## src/bwe_consts.svh

```systemverilog
// Named offsets, field positions, reset values and bus codes of the write error status bank
`ifndef BWE_CONSTS_SVH
`define BWE_CONSTS_SVH

`define BWE_ADDR_BITS 10
`define BWE_OFS_CLEAR 10'h000
`define BWE_OFS_FLAGS 10'h004
`define BWE_OFS_REPEAT 10'h008
`define BWE_OFS_CFG1 10'h3F0
`define BWE_OFS_CFG2 10'h3F4
`define BWE_OFS_VERSION 10'h3F8
`define BWE_OFS_TYPE 10'h3FC
`define BWE_RESET_WORD 32'h00000000
`define BWE_ONE_WORD 32'h00000001
`define BWE_RESP_OKAY 2'h0
`define BWE_TRANS_ACTIVE_BIT 1
`define BWE_CFG1_SPLIT_BIT 2
`define BWE_CFG1_CLK_BIT 3
`define BWE_CFG1_MST_LSB 4
`define BWE_CFG1_MST_MSB 7
`define BWE_CFG2_MSB 19
`define BWE_MASTER_BITS 4
`define BWE_MAX_MASTERS 15

`endif

```

## src/bwe_pkg.sv

```systemverilog
// Types shared by the write error status bank
`default_nettype none
package bwe_pkg;

	// Slave port request, sampled on sys_clk
	typedef struct packed {
		logic sel_reg;
		logic [31:0] addr;
		logic [1:0] trans;
		logic write;
		logic ready;
		logic [31:0] wdata;
	} bwe_ahb_in_type;

	// Slave port answer
	typedef struct packed {
		logic [31:0] rdata;
		logic ready_resp;
		logic [1:0] resp;
	} bwe_ahb_out_type;

	// Response seen by the outgoing master for one transfer
	typedef struct packed {
		logic error;
		logic write;
		logic [3:0] master;
	} bwe_err_type;

endpackage
`default_nettype wire

```

## src/bwe_status_bank.sv

```systemverilog
// Write error status bank of the bridge with its local register slave port
`timescale 1ns/1ns
`default_nettype none
`include "bwe_consts.svh"

// What this block does
// - Interrupt is OR of all flag bits
// - Interrupt decoded combinationally, no output register
// - Write ERROR sets flag of originating master
// - Writing one to clear bit clears both
// - Per-master bits sit at positions one to N
// - Reserved bits read and reset as zero
// - Clear is write-only, flags are read-only
// - Flags are zero after reset
// - Flags may change between two reads
// - Decode clear, flags, repeat at 0,4,8
// - Read-only identity and configuration words at top
// - Error on already set flag sets repeat
module bwe_status_bank #(
	parameter int MASTERS = 4,
	parameter bit SPLIT_CAPABLE = 1'b0,
	parameter bit SYNC_CLOCK_MODE = 1'b1,
	parameter logic [19:0] CFG2_VALUE = 20'h00000,
	parameter logic [31:0] VERSION_ID = 32'h00000001, // Arbitrary value
	parameter logic [31:0] TYPE_ID = 32'h00000002 // Arbitrary value
) (
	input wire logic sys_clk, // System clock
	input wire logic rst, // Asynchronous reset, active high
	input wire bwe_pkg::bwe_ahb_in_type ahb_in, // Local register slave request
	output bwe_pkg::bwe_ahb_out_type ahb_out, // Local register slave answer
	input wire bwe_pkg::bwe_err_type err_in, // Outgoing master response
	output logic write_error_irq // Write error interrupt, active high
);

	// ==========================================================
	// Configuration
	localparam logic [31:0] FLAG_MASK = 32'(((64'h1 << (MASTERS + 1)) - 64'h1) & ~64'h1);
	localparam logic [3:0] MASTER_CODE = 4'(MASTERS);

	// Refuse counts that the four-bit master field cannot report
	if (MASTERS < 1 || MASTERS > `BWE_MAX_MASTERS) begin : g_bad_masters
		$error("MASTERS must lie between 1 and 15");
	end

	function automatic logic [31:0] cfg1_word();
		logic [31:0] w;
		w = `BWE_RESET_WORD;
		w[`BWE_CFG1_SPLIT_BIT] = SPLIT_CAPABLE;
		w[`BWE_CFG1_CLK_BIT] = SYNC_CLOCK_MODE;
		w[`BWE_CFG1_MST_MSB:`BWE_CFG1_MST_LSB] = MASTER_CODE;
		return w;
	endfunction

	// ==========================================================
	// Slave port state
	// A write waits here one cycle for its data phase; the read word is
	// registered and stands only in the data phase, zero otherwise
	logic wr_pending;
	logic [`BWE_ADDR_BITS-1:0] wr_addr;
	logic [31:0] rdata;
	logic next_wr_pending;
	logic [`BWE_ADDR_BITS-1:0] next_wr_addr;
	logic [31:0] next_rdata;
	logic [31:0] flags;
	logic [31:0] repeat_flags;
	logic acc_valid;
	logic rd_acc;
	logic [`BWE_ADDR_BITS-1:0] acc_addr;

	// Same clock for slave port and flags, so no crossing is needed
	always_comb begin
		acc_valid = ahb_in.sel_reg && ahb_in.trans[`BWE_TRANS_ACTIVE_BIT] && ahb_in.ready;
		acc_addr = ahb_in.addr[`BWE_ADDR_BITS-1:0];
		rd_acc = acc_valid && !ahb_in.write;
		next_wr_pending = acc_valid && ahb_in.write;
		next_wr_addr = acc_valid ? acc_addr : wr_addr;
		next_rdata = `BWE_RESET_WORD;
		if (rd_acc) begin
			unique case (acc_addr)
				`BWE_OFS_FLAGS: next_rdata = flags & FLAG_MASK;
				`BWE_OFS_REPEAT: next_rdata = repeat_flags & FLAG_MASK;
				`BWE_OFS_CFG1: next_rdata = cfg1_word();
				`BWE_OFS_CFG2: next_rdata = {12'h000, CFG2_VALUE};
				`BWE_OFS_VERSION: next_rdata = VERSION_ID;
				`BWE_OFS_TYPE: next_rdata = TYPE_ID;
				default: next_rdata = `BWE_RESET_WORD;
			endcase
		end
	end

	always_ff @(posedge sys_clk or posedge rst) begin
		if (rst) begin
			wr_pending <= 1'b0;
			wr_addr <= `BWE_OFS_CLEAR;
			rdata <= `BWE_RESET_WORD;
		end else begin
			wr_pending <= next_wr_pending;
			wr_addr <= next_wr_addr;
			rdata <= next_rdata;
		end
	end

	// Always zero wait state, always OKAY; size and direction are not checked
	always_comb begin
		ahb_out.rdata = rdata;
		ahb_out.ready_resp = 1'b1;
		ahb_out.resp = `BWE_RESP_OKAY;
	end

	// ==========================================================
	// Error flags
	logic [31:0] set_vec;
	logic [31:0] clr_vec;
	logic [31:0] next_flags;
	logic [31:0] next_repeat_flags;

	always_comb begin
		set_vec = `BWE_RESET_WORD;
		if (err_in.error && err_in.write) begin
			set_vec = (`BWE_ONE_WORD << err_in.master) & FLAG_MASK;
		end
		clr_vec = `BWE_RESET_WORD;
		if (wr_pending && wr_addr == `BWE_OFS_CLEAR) begin
			clr_vec = ahb_in.wdata & FLAG_MASK;
		end
		// Set last so a simultaneous error survives the clear
		next_flags = (flags & ~clr_vec) | set_vec;
		next_repeat_flags = (repeat_flags & ~clr_vec) | (set_vec & flags);
	end

	always_ff @(posedge sys_clk or posedge rst) begin
		if (rst) begin
			flags <= `BWE_RESET_WORD;
			repeat_flags <= `BWE_RESET_WORD;
		end else begin
			flags <= next_flags;
			repeat_flags <= next_repeat_flags;
		end
	end

	assign write_error_irq = |flags;
endmodule // bwe_status_bank
`default_nettype wire

```

## config.mk

```make
export PLATFORM = sky130hd
export DESIGN_NAME = bwe_status_bank
export DESIGN_NICKNAME = d
export VERILOG_FILES = /design/src/bwe_pkg.sv /design/src/bwe_status_bank.sv
export VERILOG_INCLUDE_DIRS = /design/src
export SDC_FILE = /design/constraint.sdc
export NUM_CORES = 1
export LEC_CHECK = 0
export BUFFER_PORTS_ARGS = -buffer_cell sky130_fd_sc_hd__buf_2
export CORE_MARGIN = 2
export CORE_UTILIZATION = 35
export DETAILED_ROUTE_END_ITERATION = 7
export PLACE_DENSITY = 0.76
export SLEW_MARGIN = 15
export SYNTH_ARGS = -nofsm -noshare
export SYNTH_HDL_FRONTEND = slang
export SYNTH_SLANG_ARGS = --single-unit
```

## constraint.sdc

```tcl
create_clock -name sys_clk -period 1.3 [get_ports sys_clk]
set_clock_uncertainty 0.2 [all_clocks]
set_input_delay 0.195 -clock sys_clk [delete_from_list [all_inputs] [get_ports sys_clk]]
set_output_delay 0.195 -clock sys_clk [all_outputs]
set_load 0.05 [all_outputs]
```

==> results.txt <==
* Routed via count: a little under 1,000
- Synth Instances: roughly 120
* Die footprint: around 4500 sq um
- Clock Path Buffers: 2
* Cell Chain, Critical Path: or4_4, buf_6
* Area growth from synthesis to final layout: 20.6%
- After detailed placement, the total cell area comes to roughly 1600 sq um.
- After layout, the worst setup slack is -0.446 ns.
* Leakage: around 0.83 nW
- After Yosys synthesis, full adders, half adders and majority gates account for 0% of the synthesized area.
- Detailed placement ended at an HPWL of around 1.9 mm.
* Hold Vio Cnt, Final: 0
- Max Fanout on Critical Path: 2
* Total of fill cells in the finished design: between 300 and 400
- Measured along the y axis, the die boundary spans around 67 um.
- Slowest stage cell on the critical path: sky130_fd_sc_hd__or4_4
- CTS root buffer: sky130_fd_sc_hd__clkbuf_8
- The final reports fail on setup timing.
- Result of the run: finished, violations left
- In this run the number of H-tree levels came out at 1.
* Commonest cells in the netlist: 29 x sky130_fd_sc_hd__buf_4, 25 x sky130_fd_sc_hd__dfrtp_1, 9 x sky130_fd_sc_hd__mux2_2
* Multi-input combinational cell area: 627 sq um
- Fin Setup TNS: -1.62 ns
- Post-synthesis register bit count: 25
* Insertion delay of the later-clocked pin in the worst-skew pair: 0.27 ns
* CTS buffer count: 3
- Number of synthesized flops with an enable pin: 0
- STA classifies the critical path endpoint as a primary output.
- Worst hold path stage count: 2
- Compound-Gate Fraction of Synth Area: between 7 and 8%
- After clock tree synthesis, the clock-pin slew on the worst setup and hold paths is 0.08 ns.
- Wire length per cell: approximately 11 um
* Library cell with the highest instance count after synthesis: sky130_fd_sc_hd__buf_4
- Ranked by total cell area, the synthesized netlist is headed by sky130_fd_sc_hd__dfrtp_1 45%, sky130_fd_sc_hd__buf_4 16%, sky130_fd_sc_hd__mux2_2 7.3%.
* Post-synthesis mux area share: 7.32%
* Largest family of logic cells by synthesized area: simple AND/OR/NAND/NOR gates
* Post-Synth XOR/XNOR Area: 0%
* DP Worst Slack: -0.246 ns
* PortBufs: 32
- The biggest area contributor in the post-synthesis netlist is sky130_fd_sc_hd__dfrtp_1.
- Cell depth of the worst flop-to-flop path: 4
- Dividing total power by cell area gives a power density of 1170 nW/um^2.
* Largest net degree at the start of global routing: 26
* Proportion of netlist area held by the largest area contributor: 45.2%
- Simple-gate area share of the yosys netlist: between 20% and 30%
- Unique cell type count in the Yosys netlist: 31
* Max Fclk: approximately 570 MHz
- For this configuration, the core starts out at a cell density of a little under two fifths.
- At the worst endpoint, the required time is about 0.90 ns.
- Main flop type after synthesis: sky130_fd_sc_hd__dfrtp_1
* Aggregate global-route resource usage: roughly 13%
- The floorplan has 22 rows.
- Setup violations remaining at the end of the flow were counted as 9.
* Top-level I/O count: roughly 110
- Footprint of the flip-flops and latches: 626 sq um
- Cells with a size suffix above 1 make up between 30% and 40% of the layout.
- The first detailed-routing pass took 4 iterations.
- Total clock sinks: 25
- Share of async-settable or async-resettable flops after synthesis: 100%
* Drt drc: 0
- The floorplan step defined a core boundary enclosing approximately 3700 sq um.
- Of the available clock period, the critical path in the final layout requires 134%.
- The critical path is of the register to primary output type.
- Summed over all layers, the routed wires come to about 2.4 mm.
- During synthesis, Yosys emitted a total of 0 warnings.
* Average vias per placed instance: between 4 and 5
- Finished Cell Area: roughly 1700 sq um
* Mean area per synthesized cell: ~11 sq um
- The total overflow left after global routing is 0.
- Initial antenna violation count: 0
- Net count of the finished layout: 250
- Utilization of the core after routing: approximately 45%
* TritonCTS clock tree: built
- The tool flagged a number of max-cap violations equal to 0.
- The smallest clock period supported by the final layout is computed as approximately 1.7 ns.
- The worst hold path belongs to the class input pin to register.
* Sequential element share of the synthesized area: between 40% and 50%
* Data arrival time at the worst-slack endpoint: 1.35 ns
- Delay of the slowest cell on the worst path: roughly 0.54 ns
* Global-route wire length before repair: roughly 4 mm
- Final number of max-transition violations: 0
- The cell area that synthesis handed to floorplanning was 1390 sq um.
- X dimension of the die: 66.9 um
* Reg-to-reg slack, setup: -0.17 ns
- RSZ-0062 raised after global routing: yes
- The first routing iteration left 44 violations.
* Diode count: 0
- VDD sags by at most approximately 0.4 mV.
- STA classifies the critical path startpoint as a register.
- Routability-driven placement finished with a final weighted congestion of approximately 0.77.
* Routed Antenna Nets: 0
- Via count of the first global-routing pass: 928
[state kept, by name, indices dropped and copies added, names as in the netlist]
name,count
wr_pending,1
flags,4
repeat_flags,4
rdata,6
wr_addr,10
[metal layers]
metal | wire [um] | vias to the layer above | GRT usage (%)
met5 | 0 | - | 0
met4 | 44 | 0 | 6.12
met3 | 168 | 5 | 3.04
met2 | 1220 | 33 | 20.5
met1 | 993 | 470 | 15.5
li1 | - | 483 | -
[critical path, delay by kind of cell, from the launching register on]
kind	cells	cell delay [ns]
buf+inv	1	0.17
simple gates	1	0.54
flops	1	0.38
[placed cells by master, fill, tap and decap left out, types with 4 or more instances in the layout]
master                    count
sky130_fd_sc_hd__a22o_1       4
sky130_fd_sc_hd__a21o_1       4
sky130_fd_sc_hd__nand4_1      5
sky130_fd_sc_hd__buf_2       31
sky130_fd_sc_hd__conb_1      29
sky130_fd_sc_hd__mux2_2       9
sky130_fd_sc_hd__and3b_1      4
sky130_fd_sc_hd__nand2_1      4
sky130_fd_sc_hd__dfrtp_1     25
sky130_fd_sc_hd__buf_4       14
[final timing paths]
path	end	from
worst max-delay path	write_error_irq	flags[1]$_DFF_PP0_
worst min-delay path	rdata[6]$_DFF_PP0_	ahb_in[38]
max in group asynchronous	flags[3]$_DFF_PP0_	rst
worst min register to register	repeat_flags[1]$_DFF_PP0_	repeat_flags[1]$_DFF_PP0_
min in group asynchronous	wr_pending$_DFF_PP0_	rst
worst max register to register	repeat_flags[4]$_DFF_PP0_	wr_addr[7]$_DFFE_PP0P_
[where the power goes]
| part | total (mW) | internal, mW | switching, mW |
|---|---|---|---|
| registers | 0.972 | 0.890 | 0.0823 |
| clock network | 0.449 | 0.219 | 0.230 |
| logic | 0.530 | 0.205 | 0.324 |
[final cells by class]
class,count,share of cell area [%]
multi-input combinational,91,37.5
timing repair buffer,49,18.1
inverter,3,0.674
sequential,25,37.5
clock buffer,4,2.70
tap,48,3.60
[cell families after synthesis]
logic type / count (synthesis)
flip-flops: 25
AO/OA/AOI/OAI: 15
other: 2
AND/OR/NAND/NOR: 38
multiplexers: 9
buffers and inverters: 35
[stage by stage]
| step | total power, mW | cells | hold slack [ns] |
|---|---|---|---|
| 2_1_floorplan | 1.41 | 151 | 0.0223 |
| 3_3_place_gp | 1.49 | 212 | 0.0604 |
| 3_5_place_dp | 1.51 | 212 | 0.0569 |
| 4_1_cts | 1.97 | 220 | 0.00338 |
| 5_1_grt | 2.05 | 220 | 0.0110 |
| 6_report | 1.95 | 220 | 0.00387 |
[repair_timing]
action,4_1_cts,5_1_grt
endpoints found under the setup margin,9,12
pin swaps,5,1
gates resized for setup,2,1
buffers inserted,1,0
gates cloned,0,0
hold endpoints to repair,27,0
hold buffers,3,0
Note: power is estimated with default switching activity, not from simulation.
